File: src/adcf_pkg.sv
package adcf_pkg;
    // clock rate used to turn times into cycle counts
    localparam int CLK_KHZ = 20_000;

    // register byte addresses on the two-wire bus
    localparam logic [7:0] REG_MODE   = 8'h01;
    localparam logic [7:0] REG_CTL3   = 8'h1D;
    localparam logic [7:0] REG_CTL4   = 8'h1E;
    localparam logic [7:0] REG_PERIOD = 8'h20;
    localparam logic [7:0] NVM_FIRST  = 8'h16;
    localparam logic [7:0] NVM_LAST   = 8'h1A;

    // field positions
    localparam int CTL3_RATE_BIT   = 2;
    localparam int CTL3_ANALOG_BIT = 1;
    localparam int CTL3_FIXED_BIT  = 0;
    localparam int CTL4_ZC_LSB     = 6;
    localparam int CTL4_CAL_LSB    = 4;
    localparam int CTL4_STAT_BIT   = 2;
    localparam int CTL4_PROG_BIT   = 0;

    // reset values
    localparam logic [2:0] MODE_RST   = 3'h0;
    localparam logic       RATE_RST   = 1'h0;
    localparam logic       ANALOG_RST = 1'h0;
    localparam logic       FIXED_RST  = 1'h0;
    localparam logic [1:0] ZC_RST     = 2'h0;
    localparam logic [1:0] CAL_RST    = 2'h2;
    localparam logic [6:0] PERIOD_RST = 7'h00;

    // operating mode that reads the input/trigger pin
    localparam logic [2:0] MODE_EXT_INPUT = 3'h3;

    // pwm input divider and duty measurement window
    localparam int         PWM_DIV        = 128;
    localparam int         PWM_HALF_EDGES = PWM_DIV / 2;
    localparam logic [7:0] PWM_WIN_LAST   = 8'hFE;

    // zero-crossing minimum windows, least time so rounded up
    localparam int ZC_US_0  = 100;
    localparam int ZC_US_1  = 200;
    localparam int ZC_US_2  = 300;
    localparam int ZC_US_3  = 390;
    localparam int ZC_CYC_0 = (ZC_US_0 * CLK_KHZ + 999) / 1000;
    localparam int ZC_CYC_1 = (ZC_US_1 * CLK_KHZ + 999) / 1000;
    localparam int ZC_CYC_2 = (ZC_US_2 * CLK_KHZ + 999) / 1000;
    localparam int ZC_CYC_3 = (ZC_US_3 * CLK_KHZ + 999) / 1000;

    // calibration lengths, the minimum of each range
    localparam int CAL_MS_0  = 150;
    localparam int CAL_MS_1  = 250;
    localparam int CAL_MS_2  = 500;
    localparam int CAL_MS_3  = 1000;
    localparam int CAL_CYC_0 = CAL_MS_0 * CLK_KHZ;
    localparam int CAL_CYC_1 = CAL_MS_1 * CLK_KHZ;
    localparam int CAL_CYC_2 = CAL_MS_2 * CLK_KHZ;
    localparam int CAL_CYC_3 = CAL_MS_3 * CLK_KHZ;

    // clock cycles per unit of the fixed drive period field
    localparam int PERIOD_UNIT_CYC = 100;

    typedef enum logic [3:0] {
        ST_IDLE, ST_ADDR, ST_ADDR_ACK, ST_REG, ST_REG_ACK,
        ST_WR, ST_WR_ACK, ST_RD, ST_RD_ACK
    } adcf_bus_st_t;
endpackage

File: src/adcf_cfg_if.sv
`timescale 1ns/10ps
`default_nettype none
interface adcf_cfg_if;
    logic [2:0] mode;
    logic       rate;
    logic       analog;
    logic       fixed;
    logic [1:0] zc_sel;
    logic [1:0] cal_sel;
    logic [6:0] period;
    modport ctl (output mode, rate, analog, fixed, zc_sel, cal_sel, period);
    modport drv (input mode, rate, analog, fixed, zc_sel, cal_sel, period);
endinterface
`default_nettype wire

File: src/adcf_top.sv
`timescale 1ns/10ps
`default_nettype none
// Summary of operation
// - amplitude refresh once per drive cycle at 0, twice at 1
// - in mode 3 the input pin is pwm at 0, analog at 1
// - pwm input scales amplitude by measured duty cycle
// - analog input sets amplitude from the input sample
// - fixed-frequency drive at 1 except with analog input in mode 3, resonance tracking at 0
// - fixed drive with pwm input commutates at pwm rate over 128
// - other modes take fixed frequency from the seven-bit period
// - two-bit window 100, 200, 300, 390 us minimum detect time
// - calibration field defaults 2; code 0 lasts 150 to 350 ms
// - codes 1 to 3 last 250-450, 500-700, 1000-1200 ms
// - status bit reads 1 once nonvolatile memory is programmed
// - writing program bit copies 0x16 to 0x1A once per reset
module adcf_top #(
    parameter logic [6:0] DEV_ADDR  = 7'h2C, // arbitrary bus address
    parameter int         ZC_CYC_0  = adcf_pkg::ZC_CYC_0,
    parameter int         ZC_CYC_1  = adcf_pkg::ZC_CYC_1,
    parameter int         ZC_CYC_2  = adcf_pkg::ZC_CYC_2,
    parameter int         ZC_CYC_3  = adcf_pkg::ZC_CYC_3,
    parameter int         CAL_CYC_0 = adcf_pkg::CAL_CYC_0,
    parameter int         CAL_CYC_1 = adcf_pkg::CAL_CYC_1,
    parameter int         CAL_CYC_2 = adcf_pkg::CAL_CYC_2,
    parameter int         CAL_CYC_3 = adcf_pkg::CAL_CYC_3
) (
    input  wire logic       core_clk_i,
    input  wire logic       reset_i,
    input  wire logic       scl_i,
    input  wire logic       sda_i,
    output var  logic       sda_o,
    output var  logic       sda_oe_o,
    input  wire logic       input_trigger_pin_i,
    input  wire logic       zero_cross_i,
    input  wire logic [7:0] amp_sample_i,
    input  wire logic [7:0] engine_amp_i,
    input  wire logic       cal_start_i,
    output var  logic       drive_phase_o,
    output var  logic [7:0] drive_amp_o,
    output var  logic       amp_update_o,
    output var  logic       cal_busy_o,
    output var  logic       nvm_wr_o,
    output var  logic [7:0] nvm_addr_o
);
    import adcf_pkg::*;

    typedef struct packed {
        logic         scl_m, scl_s, scl_p, sda_m, sda_s, sda_p;
        adcf_bus_st_t st;
        logic [3:0]   bitcnt;
        logic [7:0]   shift, ptr;
        logic         rw, nack, sda_oe, sda_out;
        logic [2:0]   mode;
        logic         rate, analog, fixed;
        logic [1:0]   zc, cal;
        logic [6:0]   period;
        logic         otp_done, prog_busy, nvm_wr;
        logic [2:0]   prog_idx;
        logic [7:0]   nvm_addr;
    } adcf_top_st_t;

    adcf_top_st_t r, n;
    logic         rise, fall, start, stop;
    logic [7:0]   rd_byte;

    // register read decode, reserved bits zero
    function automatic logic [7:0] read_reg(input logic [7:0] a,
                                            input adcf_top_st_t s);
        logic [7:0] d;
        d = 8'h00;
        if (a == REG_MODE) begin
            d[2:0] = s.mode;
        end else if (a == REG_CTL3) begin
            d[CTL3_RATE_BIT]   = s.rate;
            d[CTL3_ANALOG_BIT] = s.analog;
            d[CTL3_FIXED_BIT]  = s.fixed;
        end else if (a == REG_CTL4) begin
            d[CTL4_ZC_LSB +: 2]  = s.zc;
            d[CTL4_CAL_LSB +: 2] = s.cal;
            d[CTL4_STAT_BIT]     = s.otp_done;
            d[CTL4_PROG_BIT]     = s.prog_busy;
        end else if (a == REG_PERIOD) begin
            d[6:0] = s.period;
        end
        return d;
    endfunction

    // bus line events from the synchronised copies
    assign rise    = r.scl_s && !r.scl_p;
    assign fall    = !r.scl_s && r.scl_p;
    assign start   = r.scl_s && r.scl_p && r.sda_p && !r.sda_s;
    assign stop    = r.scl_s && r.scl_p && !r.sda_p && r.sda_s;
    assign rd_byte = read_reg(r.ptr, r);

    // bus slave, register writes and memory copy sequencer
    always_comb begin
        n = r;
        n.scl_m  = scl_i;
        n.scl_s  = r.scl_m;
        n.scl_p  = r.scl_s;
        n.sda_m  = sda_i;
        n.sda_s  = r.sda_m;
        n.sda_p  = r.sda_s;
        n.nvm_wr = 1'b0;
        // one register copied per cycle, then locked until reset
        if (r.prog_busy) begin
            n.nvm_wr   = 1'b1;
            n.nvm_addr = NVM_FIRST + {5'h00, r.prog_idx};
            n.prog_idx = r.prog_idx + 3'h1;
            if (n.nvm_addr == NVM_LAST) begin
                n.prog_busy = 1'b0;
                n.otp_done  = 1'b1;
            end
        end
        if (start) begin
            n.st     = ST_ADDR;
            n.bitcnt = 4'h0;
            n.sda_oe = 1'b0;
        end else if (stop) begin
            n.st     = ST_IDLE;
            n.sda_oe = 1'b0;
        end else begin
            case (r.st)
                ST_ADDR, ST_REG, ST_WR: begin
                    if (rise) begin
                        n.shift  = {r.shift[6:0], r.sda_s};
                        n.bitcnt = r.bitcnt + 4'h1;
                    end else if (fall && r.bitcnt == 4'h8) begin
                        n.sda_oe = 1'b1;
                        if (r.st == ST_ADDR) begin
                            if (r.shift[7:1] == DEV_ADDR) begin
                                n.rw = r.shift[0];
                                n.st = ST_ADDR_ACK;
                            end else begin
                                n.sda_oe = 1'b0;
                                n.st     = ST_IDLE;
                            end
                        end else if (r.st == ST_REG) begin
                            n.ptr = r.shift;
                            n.st  = ST_REG_ACK;
                        end else begin
                            n.ptr = r.ptr + 8'h01;
                            n.st  = ST_WR_ACK;
                            if (r.ptr == REG_MODE) begin
                                n.mode = r.shift[2:0];
                            end else if (r.ptr == REG_CTL3) begin
                                n.rate   = r.shift[CTL3_RATE_BIT];
                                n.analog = r.shift[CTL3_ANALOG_BIT];
                                n.fixed  = r.shift[CTL3_FIXED_BIT];
                            end else if (r.ptr == REG_CTL4) begin
                                n.zc  = r.shift[CTL4_ZC_LSB +: 2];
                                n.cal = r.shift[CTL4_CAL_LSB +: 2];
                                if (r.shift[CTL4_PROG_BIT] && !r.otp_done
                                    && !r.prog_busy) begin
                                    n.prog_busy = 1'b1;
                                    n.prog_idx  = 3'h0;
                                end
                            end else if (r.ptr == REG_PERIOD) begin
                                n.period = r.shift[6:0];
                            end
                        end
                    end
                end
                ST_ADDR_ACK, ST_RD_ACK: begin
                    if (rise && r.st == ST_RD_ACK) begin
                        n.nack = r.sda_s;
                    end else if (fall) begin
                        n.bitcnt = 4'h0;
                        if ((r.st == ST_ADDR_ACK && r.rw)
                            || (r.st == ST_RD_ACK && !r.nack)) begin
                            n.shift  = rd_byte;
                            n.ptr    = r.ptr + 8'h01;
                            n.sda_oe = !rd_byte[7];
                            n.st     = ST_RD;
                        end else begin
                            n.sda_oe = 1'b0;
                            n.st     = (r.st == ST_RD_ACK) ? ST_IDLE : ST_REG;
                        end
                    end
                end
                ST_REG_ACK, ST_WR_ACK: begin
                    if (fall) begin
                        n.sda_oe = 1'b0;
                        n.bitcnt = 4'h0;
                        n.st     = ST_WR;
                    end
                end
                ST_RD: begin
                    if (fall) begin
                        n.bitcnt = r.bitcnt + 4'h1;
                        n.shift  = {r.shift[6:0], 1'b0};
                        if (r.bitcnt == 4'h7) begin
                            n.sda_oe = 1'b0;
                            n.st     = ST_RD_ACK;
                        end else begin
                            n.sda_oe = !r.shift[6];
                        end
                    end
                end
                default: begin
                end
            endcase
        end
    end

    // state register with documented reset values
    always_ff @(posedge core_clk_i or posedge reset_i) begin
        if (reset_i) begin
            r        <= '0;
            r.st     <= ST_IDLE;
            r.scl_m  <= 1'b1;
            r.scl_s  <= 1'b1;
            r.scl_p  <= 1'b1;
            r.sda_m  <= 1'b1;
            r.sda_s  <= 1'b1;
            r.sda_p  <= 1'b1;
            r.mode   <= MODE_RST;
            r.rate   <= RATE_RST;
            r.analog <= ANALOG_RST;
            r.fixed  <= FIXED_RST;
            r.zc     <= ZC_RST;
            r.cal    <= CAL_RST;
            r.period <= PERIOD_RST;
        end else begin
            r <= n;
        end
    end

    // configuration to the drive engine
    adcf_cfg_if cfg ();
    assign cfg.mode    = r.mode;
    assign cfg.rate    = r.rate;
    assign cfg.analog  = r.analog;
    assign cfg.fixed   = r.fixed;
    assign cfg.zc_sel  = r.zc;
    assign cfg.cal_sel = r.cal;
    assign cfg.period  = r.period;

    adcf_drive #(
        .ZC_CYC_0  (ZC_CYC_0),
        .ZC_CYC_1  (ZC_CYC_1),
        .ZC_CYC_2  (ZC_CYC_2),
        .ZC_CYC_3  (ZC_CYC_3),
        .CAL_CYC_0 (CAL_CYC_0),
        .CAL_CYC_1 (CAL_CYC_1),
        .CAL_CYC_2 (CAL_CYC_2),
        .CAL_CYC_3 (CAL_CYC_3)
    ) u_drive (
        .core_clk_i   (core_clk_i),
        .reset_i      (reset_i),
        .cfg          (cfg),
        .trig_pin_i   (input_trigger_pin_i),
        .zero_cross_i (zero_cross_i),
        .amp_sample_i (amp_sample_i),
        .engine_amp_i (engine_amp_i),
        .cal_start_i  (cal_start_i),
        .phase_o      (drive_phase_o),
        .amp_o        (drive_amp_o),
        .upd_o        (amp_update_o),
        .cal_busy_o   (cal_busy_o)
    );

    assign sda_o      = r.sda_out;
    assign sda_oe_o   = r.sda_oe;
    assign nvm_wr_o   = r.nvm_wr;
    assign nvm_addr_o = r.nvm_addr;
endmodule
`default_nettype wire

File: src/adcf_drive.sv
`timescale 1ns/10ps
`default_nettype none
module adcf_drive #(
    parameter int ZC_CYC_0        = adcf_pkg::ZC_CYC_0,
    parameter int ZC_CYC_1        = adcf_pkg::ZC_CYC_1,
    parameter int ZC_CYC_2        = adcf_pkg::ZC_CYC_2,
    parameter int ZC_CYC_3        = adcf_pkg::ZC_CYC_3,
    parameter int CAL_CYC_0       = adcf_pkg::CAL_CYC_0,
    parameter int CAL_CYC_1       = adcf_pkg::CAL_CYC_1,
    parameter int CAL_CYC_2       = adcf_pkg::CAL_CYC_2,
    parameter int CAL_CYC_3       = adcf_pkg::CAL_CYC_3,
    parameter int PERIOD_UNIT_CYC = adcf_pkg::PERIOD_UNIT_CYC
) (
    input  wire logic       core_clk_i,
    input  wire logic       reset_i,
    adcf_cfg_if.drv         cfg,
    input  wire logic       trig_pin_i,
    input  wire logic       zero_cross_i,
    input  wire logic [7:0] amp_sample_i,
    input  wire logic [7:0] engine_amp_i,
    input  wire logic       cal_start_i,
    output var  logic       phase_o,
    output var  logic [7:0] amp_o,
    output var  logic       upd_o,
    output var  logic       cal_busy_o
);
    import adcf_pkg::*;

    typedef struct packed {
        logic        in_m, in_s, in_p, zc_m, zc_s, zc_p;
        logic [7:0]  win_cnt, hi_cnt, pwm_amp;
        logic [5:0]  edge_cnt;
        logic [15:0] half_cnt;
        logic [12:0] zc_cnt;
        logic [24:0] cal_cnt;
        logic        cal_busy, phase, upd;
        logic [7:0]  amp;
    } adcf_drv_st_t;

    adcf_drv_st_t r, n;
    logic         ext, pwm_in, fixed_ok, in_rise, zc_edge;
    logic         edge_tog, timer_tog, zc_tog, tog;
    logic [15:0]  half_lim;
    logic [12:0]  zc_lim;
    logic [24:0]  cal_lim;
    logic [7:0]   src_amp;

    // mode decode and commutation events
    assign ext       = (cfg.mode == MODE_EXT_INPUT);
    assign pwm_in    = ext && !cfg.analog;
    assign fixed_ok  = cfg.fixed && !(ext && cfg.analog);
    assign in_rise   = r.in_s && !r.in_p;
    assign zc_edge   = r.zc_s ^ r.zc_p;
    assign half_lim  = 16'(cfg.period) * 16'(PERIOD_UNIT_CYC);
    assign edge_tog  = in_rise
                    && (r.edge_cnt == 6'(PWM_HALF_EDGES - 1));
    assign timer_tog = (half_lim != 16'h0000)
                    && (r.half_cnt >= half_lim - 16'h0001);
    assign zc_tog    = zc_edge && (r.zc_cnt >= zc_lim);
    assign tog       = fixed_ok ? (ext ? edge_tog : timer_tog)
                                : zc_tog;

    // window and calibration length select
    always_comb begin
        case (cfg.zc_sel)
            2'h0: zc_lim = 13'(ZC_CYC_0);
            2'h1: zc_lim = 13'(ZC_CYC_1);
            2'h2: zc_lim = 13'(ZC_CYC_2);
            default: zc_lim = 13'(ZC_CYC_3);
        endcase
        case (cfg.cal_sel)
            2'h0: cal_lim = 25'(CAL_CYC_0);
            2'h1: cal_lim = 25'(CAL_CYC_1);
            2'h2: cal_lim = 25'(CAL_CYC_2);
            default: cal_lim = 25'(CAL_CYC_3);
        endcase
    end

    // amplitude source per input mode
    assign src_amp = !ext ? engine_amp_i
                   : (cfg.analog ? amp_sample_i
                                 : r.pwm_amp);

    // next state
    always_comb begin
        n = r;
        n.in_m = trig_pin_i;
        n.in_s = r.in_m;
        n.in_p = r.in_s;
        n.zc_m = zero_cross_i;
        n.zc_s = r.zc_m;
        n.zc_p = r.zc_s;
        n.upd  = 1'b0;
        // duty measured as high cycles over a 255-cycle window
        if (r.win_cnt == PWM_WIN_LAST) begin
            n.pwm_amp = r.hi_cnt + {7'h00, r.in_s};
            n.win_cnt = 8'h00;
            n.hi_cnt  = 8'h00;
        end else begin
            n.win_cnt = r.win_cnt + 8'h01;
            n.hi_cnt  = r.hi_cnt + {7'h00, r.in_s};
        end
        if (in_rise) begin
            n.edge_cnt = r.edge_cnt + 6'h01;
        end
        n.half_cnt = r.half_cnt + 16'h0001;
        if (r.zc_cnt != 13'h1FFF) begin
            n.zc_cnt = r.zc_cnt + 13'h0001;
        end
        if (tog) begin
            n.phase    = !r.phase;
            n.half_cnt = 16'h0000;
            n.zc_cnt   = 13'h0000;
            // once per cycle updates only on the rising half
            if (cfg.rate || !r.phase) begin
                n.amp = src_amp;
                n.upd = 1'b1;
            end
        end
        if (!fixed_ok || !pwm_in) begin
            n.edge_cnt = 6'h00;
        end
        // calibration timer
        if (!r.cal_busy && cal_start_i) begin
            n.cal_busy = 1'b1;
            n.cal_cnt  = cal_lim - 25'h0000001;
        end else if (r.cal_busy) begin
            if (r.cal_cnt == 25'h0000000) begin
                n.cal_busy = 1'b0;
            end else begin
                n.cal_cnt = r.cal_cnt - 25'h0000001;
            end
        end
    end

    // state register
    always_ff @(posedge core_clk_i or posedge reset_i) begin
        if (reset_i) begin
            r <= '0;
        end else begin
            r <= n;
        end
    end

    assign phase_o    = r.phase;
    assign amp_o      = r.amp;
    assign upd_o      = r.upd;
    assign cal_busy_o = r.cal_busy;
endmodule
`default_nettype wire

File: config.mk
export PLATFORM = sky130hd
export DESIGN_NAME = adcf_top
export DESIGN_NICKNAME = d
export VERILOG_FILES = /design/src/adcf_pkg.sv /design/src/adcf_cfg_if.sv /design/src/adcf_top.sv /design/src/adcf_drive.sv
export SDC_FILE = /design/constraint.sdc
export NUM_CORES = 1
export LEC_CHECK = 0
export BUFFER_PORTS_ARGS = -buffer_cell sky130_fd_sc_hd__buf_2
export CORE_MARGIN = 2
export CORE_UTILIZATION = 55
export DETAILED_ROUTE_END_ITERATION = 16
export HOLD_SLACK_MARGIN = 0.03
export PLACE_DENSITY = 0.75
export SLEW_MARGIN = 10
export SYNTH_ARGS = -nofsm -noshare
export SYNTH_HDL_FRONTEND = slang
export SYNTH_SLANG_ARGS = --single-unit
File: constraint.sdc
create_clock -name core_clk_i -period 6.75 [get_ports core_clk_i]
set_clock_uncertainty 0.2 [all_clocks]
set_input_delay 1.35 -clock core_clk_i [delete_from_list [all_inputs] [get_ports core_clk_i]]
set_output_delay 1.35 -clock core_clk_i [all_outputs]
set_load 0.01 [all_outputs]
* Word-level counts from Yosys, hierarchy flattened *
Cells that the tools add are included.

storage, ports and cells
  flip-flop bits (word level) = 165
  input port bits = 23
  output and inout port bits = 22
  logic and storage cells = 274

cells by class
  $add $sub $neg = 12
  multiply operators = 1
  $lt $le $gt $ge = 2
  equality and inequality tests = 46
  mux-type cells = 94
  bitwise gates (word level) = 9
  reduce and logical (&&, ||, !) cells = 68

operators with widths
  cell                                                 number
  one-hot mux 25 bit (3 select lines)                  1
  2-to-1 mux 26 bit                                    2
  subtractor 25 x 1 -> 25 bit, second input constant   2
  2-to-1 mux 16 bit                                    3
  2-to-1 mux 24 bit                                    2
  2-to-1 mux 8 bit                                     6
  2-to-1 mux 3 bit                                     15
  one-hot mux 13 bit (3 select lines)                  1
  2-to-1 mux 1 bit                                     37
  2-to-1 mux 9 bit                                     4
  one-hot mux 8 bit (4 select lines)                   1
  2-to-1 mux 29 bit                                    1
  inequality test 4 bit, second input constant         7
  2-to-1 mux 13 bit                                    2
  zero test 25 bit                                     1
  2-to-1 mux 25 bit                                    1
  one-hot mux 8 bit (3 select lines)                   1
  AND reduction 8 bit                                  3
  2-to-1 mux 22 bit                                    1
  logical AND 1 bit                                    21
  AND reduction 7 bit                                  3
  equality test 4 x 3 -> 1 bit, second input constant  5
  2-to-1 mux 4 bit                                     5
  inequality test 2 bit, second input constant         9
  other kinds (52)                                     98

* Depth between registers and ports, before layout *
  word-level depth = 15
  mapped depth = 22
  gate-level depth less buffers = 20

* Hierarchy *
Synthesis repeated with hierarchy kept, for this count alone.

second synthesis, totals
  cells, all modules = 1029
  area, all modules = 9934.5 um2

by module, submodules not included
  module      instances  cells each  area an instance (um2)  sequential area each (um2)
  adcf_drive  1          672         6323.6                  2527.4
  adcf_top    1          357         3611.0                  1535.2

* Least setup slack after synthesis *
No wires, ideal clock.

  kind = register -> register
  from = register, netlist name cfg.period[2]
  to = register u_drive.r[36] (netlist bit)
  library setup time = 0.132 ns
  data arrival time = 4.762 ns
  required time = 6.418 ns
  slack = 1.656 ns
  cell stages (with the launch flop) = 19
  path buffers = 2
  period minus slack after synthesis = 5.094 ns
  cell sequence = dfrtp_1 -> ha_1 -> ha_1 -> fa_1 -> ha_1 -> a211oi_1 -> nor2_1 -> a311oi_1 -> nand3_1 -> or2_2 -> ha_1 -> and4_1 -> nand3_1 -> o31ai_1 -> o21ai_1 -> nand2_1 -> clkbuf_1 -> clkbuf_1 -> nor2_1

between the ends
  cells in the longest elaborated chain, start to end = 7
  elaborated cells on any way between the ends = 9
  those cells by class = 1 x add/sub; 1 x mul; 1 x order compare; 3 x mux; 3 x reduce/logical

RTL lines
  what                                                     line               source
  multiplier 7 x 5 -> 12 bit *                             adcf_drive.sv:54   assign half_lim = 16'(cfg.period) * 16'(PERIOD_UNIT_CYC);
  subtractor 14 x 1 -> 15 bit                              adcf_drive.sv:58   && (r.half_cnt >= half_lim - 16'h0001);
  >= comparator 16 bit                                     adcf_drive.sv:58
  logical AND 1 bit *                                      adcf_drive.sv:58
  2-to-1 mux 1 bit * (2 in series)                         adcf_drive.sv:60   assign tog = fixed_ok ? (ext ? edge_tog : timer_tog)
  2-to-1 mux 29 bit or nonzero test 2 bit (tied branches)  n/a
  to (signal assigned)                                     adcf_drive.sv:141  r <= n;
  to (decl)                                                adcf_drive.sv:40   adcf_drv_st_t r, n;

Mark *: on every way between the ends. The rest lies on a longest branch, timed or not.
A chain may end at the register's enable or synchronous reset.

* Worst setup path after layout *
  from = register, netlist name cfg.period[2]
  to = register u_drive.r (netlist bit u_drive.amp_o[1])

between the ends
  cells in the longest elaborated chain, start to end = 7
  elaborated cells on any way between the ends = 8
  those cells by class = 1 x add/sub; 1 x mul; 1 x order compare; 2 x mux; 3 x reduce/logical

RTL lines
  what                              line
  multiplier 7 x 5 -> 12 bit *      adcf_drive.sv:54
  subtractor 14 x 1 -> 15 bit       adcf_drive.sv:58
  >= comparator 16 bit              adcf_drive.sv:58
  logical AND 1 bit *               adcf_drive.sv:58
  2-to-1 mux 1 bit * (2 in series)  adcf_drive.sv:60
  AND reduction 2 bit (no line) *   n/a

Marked as above.

==> run metrics <==
status=finished, final reports clean; setup violators final=0; initial core utilization=0.5597; Non-Filler Instances=between 1,000 and 1,500; Mapped Avg Cell Area=between 9 and 10 um2; simple-gate area share of the yosys netlist=0.1832; VDD IR max=roughly 0.00018 V; multi-input logic area=roughly 5200 um2; remaining global-route overflow=0; Tot GR Track Use=0.2236; crit-path most repeated cell=ha_1; PnR Total Power=approximately 2.4 mW; cts repair resizes=0; Hold Crit Endpoint=u_drive.n[98]; synth unique cells=73; dpl hpwl=13,730 um; largest family of logic cells by synthesized area=simple AND/OR/NAND/NOR gates; IO Count=between 40 and 50; Reg area=around 4100 um2; drt pass-1 iters=5; Slew @ Worst Pin=1108 ps; reg-to-reg critical path startpoint=cfg.period[2]; Slew HR=0.2580; P_leak=~4.9 nW; Setup TNS Final=0 ps; CTS Buffer Depth=2; CP Buf/Inv Count=0; post-place setup slack=between 1000 and 1500 ps; Die Wd=around 140 um; worst hold path class=register to register; layout overhead on the synthesized area=9.013%; post-synthesis xor/xnor area fraction=0.05810; final net count=roughly 1,100; share of layout cells above drive strength 1=0.1260; Compound-Gate Fraction of Synth Area=0.1433; WHS=about 150 ps; CTS buffer count=17; I/O Buffers=40; routed vias=7,337; initial drt markers=between 300 and 400; design area=10,520 um2; WL final=19,790 um; Reg2Reg Setup Slack=between 900 and 1000 ps; sequential cell area fraction in the yosys report=0.4211; HP Start=u_drive.n[99]; FF-to-FF End=u_drive.amp_o[1]; vias in the first global route=slightly below 7,000; max cap viols=0; mux share of post-synthesis cell area=0.04954; crit path capture type=register; Synth Register Bits=162; DR top layer=met4; PnR worst setup slack=between 900 and 1000 ps; first-pass GRT wire length=between 30,000 and 40,000 um; slowest stage delay, CP=530 ps; Ys Warns=0; period utilization=0.8651; Core Area=between 15,000 and 20,000 um2; Util after Layout=0.6102; Skew-Pair Late Insertion Delay=440 ps; start point of the critical path=cfg.period[2]; Pwr per Cell Area=232.5 nW/um2; CP top delay family=compound AO/OA/AOI/OAI gates; CP cell instances=ha_1 > ha_1 > fa_1 > ha_1 > a211oi_1 > nor2_1 > a311oi_1 > nand3_1 > or2_2 > ha_1 > and4_1 > nand3_1 > o31ai_1 > o21ai_1 > a21oi_2 > mux2_2; ant diodes=0; final-report hold violation count=0; WL met1=slightly above 9000 um; f_max=0.1712 GHz; clock sinks=between 150 and 200; GP Congestion=around 0.87; reg2reg path depth=16; CTS root buffer=clkbuf_16; Final Max Slew Viols=0; Most used DFF post-synth=dfrtp_1; critical path type=register to register; post-route ant nets=0; WL met2=~9400 um; synthesized area=a little under 10,000 um2; H-tree levels=4; number of vias per cell=between 5 and 6; total die area=18,620 um2; Post-Synth Adder-Cell Area=0.1014; Met3 Wirelength=between 700 and 800 um; dpl cell area=slightly below 10,000 um2; critical path peak fanout=9; crit path max-delay cell type=a311oi_1; Core Rows=48; Post-synth EDFFs=0; CTS tree=built; hold_buf cts=0; Die Y=~140 um; DRC errors left=0; Cells after Synth=roughly 1,000; initial antenna violation count=0; hold depth=0; post-CTS setup buffers=0; RSZ-0062 raised after global routing=false; largest net degree at the start of global routing=between 100 and 150; CP startpoint kind=register; share of synthesized registers carrying an async set or reset=1.000; fill count=1,418; Clk pin slew, worst setup/hold paths=70 ps; placed cell count=1,232; wire per inst=15.64 um; Critical Path AT=around 6000 ps; critical path required time=about 7000 ps; minimum period implied by the final worst setup slack=~5800 ps
## cell type report
class,instances,area share
Clock inverter,15,0.01606
Timing Repair Buffer,46,0.02332
Tap cell,225,0.02677
Multi-Input combinational cell,761,0.4927
Sequential cell,162,0.3863
Inverter,39,0.01439
Clock buffer,17,0.04045
## registers in the layout, indices dropped and copies added, names as in the netlist
register	flops
r	33
n	4
u_drive.n	4
cfg.rate	1
u_drive.upd_o	1
nvm_wr_o	1
sda_oe_o	1
nvm_addr_o	5
cfg.zc_sel	2
u_drive.r	86
u_drive.cal_busy_o	1
cfg.mode	3
u_drive.amp_o	8
u_drive.phase_o	1
cfg.period	7
cfg.cal_sel	2
cfg.analog	1
cfg.fixed	1
## cell usage after synthesis, types with 4 or more instances
| master | count | area, um2 |
|---|---|---|
| o311ai_0 | 6 | 52.55 |
| a21o_1 | 7 | 52.55 |
| o22ai_1 | 4 | 25.02 |
| clkbuf_1 | 29 | 108.9 |
| or2_2 | 4 | 25.02 |
| nor4_1 | 4 | 25.02 |
| inv_1 | 39 | 146.4 |
| nor2b_1 | 15 | 93.84 |
| nor3_1 | 27 | 135.1 |
| a22oi_1 | 8 | 60.06 |
| mux2_2 | 30 | 337.8 |
| xnor2_1 | 32 | 280.3 |
| o211ai_1 | 12 | 90.09 |
| ha_1 | 75 | 938.4 |
| mux2i_1 | 14 | 140.1 |
| dfstp_2 | 7 | 183.9 |
| o21ai_0 | 56 | 280.3 |
| nand2_1 | 79 | 296.5 |
| and4_1 | 5 | 43.79 |
| nand2b_1 | 15 | 93.84 |
| dfrtp_1 | 155 | 3879 |
| o21ai_1 | 4 | 20.02 |
| or3_1 | 11 | 68.82 |
| nand3b_1 | 5 | 37.54 |
| or4_1 | 4 | 30.03 |
| a31oi_1 | 5 | 31.28 |
| nand4_1 | 13 | 81.33 |
| nor2_1 | 109 | 409.1 |
| xor2_1 | 32 | 280.3 |
| o31ai_1 | 4 | 30.03 |
| a211oi_1 | 8 | 60.06 |
| nor3b_1 | 4 | 30.03 |
| a21oi_1 | 53 | 265.3 |
| buf_4 | 18 | 135.1 |
| o22a_1 | 4 | 35.03 |
| nand3_1 | 39 | 195.2 |
| and3_1 | 16 | 100.1 |
## worst reg2reg max path, delay by kind of cell, from the launching register on
| kind | cells | cell delay (ps) |
|---|---|---|
| flip-flops | 1 | 450 |
| multiplexers | 1 | 400 |
| AO/OA/AOI/OAI | 5 | 1920 |
| AND/OR/NAND/NOR | 5 | 1030 |
| adder cells (fa/ha/maj) | 5 | 1710 |
## where the power goes
group	leakage, nW	total, mW	internal (mW)	switching (mW)
combinational	2.51	0.341	0.138	0.203
clock	0.281	0.970	0.525	0.445
sequential	2.07	1.14	1.04	0.0979
total	4.85	2.45	1.70	0.746
## kinds of logic after synthesis
| family | count (synthesis) |
|---|---|
| simple gates | 362 |
| compound gates | 210 |
| flops | 162 |
| buf+inv | 90 |
| fa+ha+maj | 77 |
| xor+xnor | 64 |
| mux | 44 |
| other cells | 1 |
## worst max-delay path by stage
stage | end | slack, ps | depth (start not counted)
after global placement | u_drive.amp_o[5] | 1240 | 16
after detailed placement | u_drive.amp_o[1] | 1050 | 16
after CTS | u_drive.amp_o[1] | 950 | 16
after floorplan | cfg.analog | 830 | 1
after global routing | u_drive.amp_o[7] | 470 | 19
final | u_drive.amp_o[1] | 910 | 16
## placed cells by master (no fill, tap or decap), types with 7 or more instances in the layout
| cell type | Yosys | routed |
|---|---|---|
| nor3_1 | 27 | 27 |
| nand2b_1 | 15 | 15 |
| mux2_2 | 30 | 30 |
| nor2_1 | 109 | 109 |
| nand4_1 | 13 | 13 |
| a22oi_1 | 8 | 8 |
| inv_1 | 39 | 38 |
| dfrtp_1 | 155 | 155 |
| o21ai_0 | 56 | 55 |
| clkbuf_16 | 0 | 17 |
| nand2_1 | 79 | 79 |
| a21o_1 | 7 | 7 |
| o211ai_1 | 12 | 12 |
| xor2_1 | 32 | 32 |
| nor2b_1 | 15 | 15 |
| ha_1 | 75 | 75 |
| dfstp_2 | 7 | 7 |
| mux2i_1 | 14 | 14 |
| buf_2 | 1 | 40 |
| and3_1 | 16 | 16 |
| a21oi_1 | 53 | 53 |
| a211oi_1 | 8 | 8 |
| xnor2_1 | 32 | 32 |
| nand3_1 | 39 | 39 |
| or3_1 | 11 | 11 |
## layer usage
metal  track usage  vias up
met3       0.04623       37
met1        0.3047     3541
met4       0.07350        0
met2        0.3573      157
li1              -     3602
met5             0        -
No activity file was read; power rests on OpenSTA's default activity.
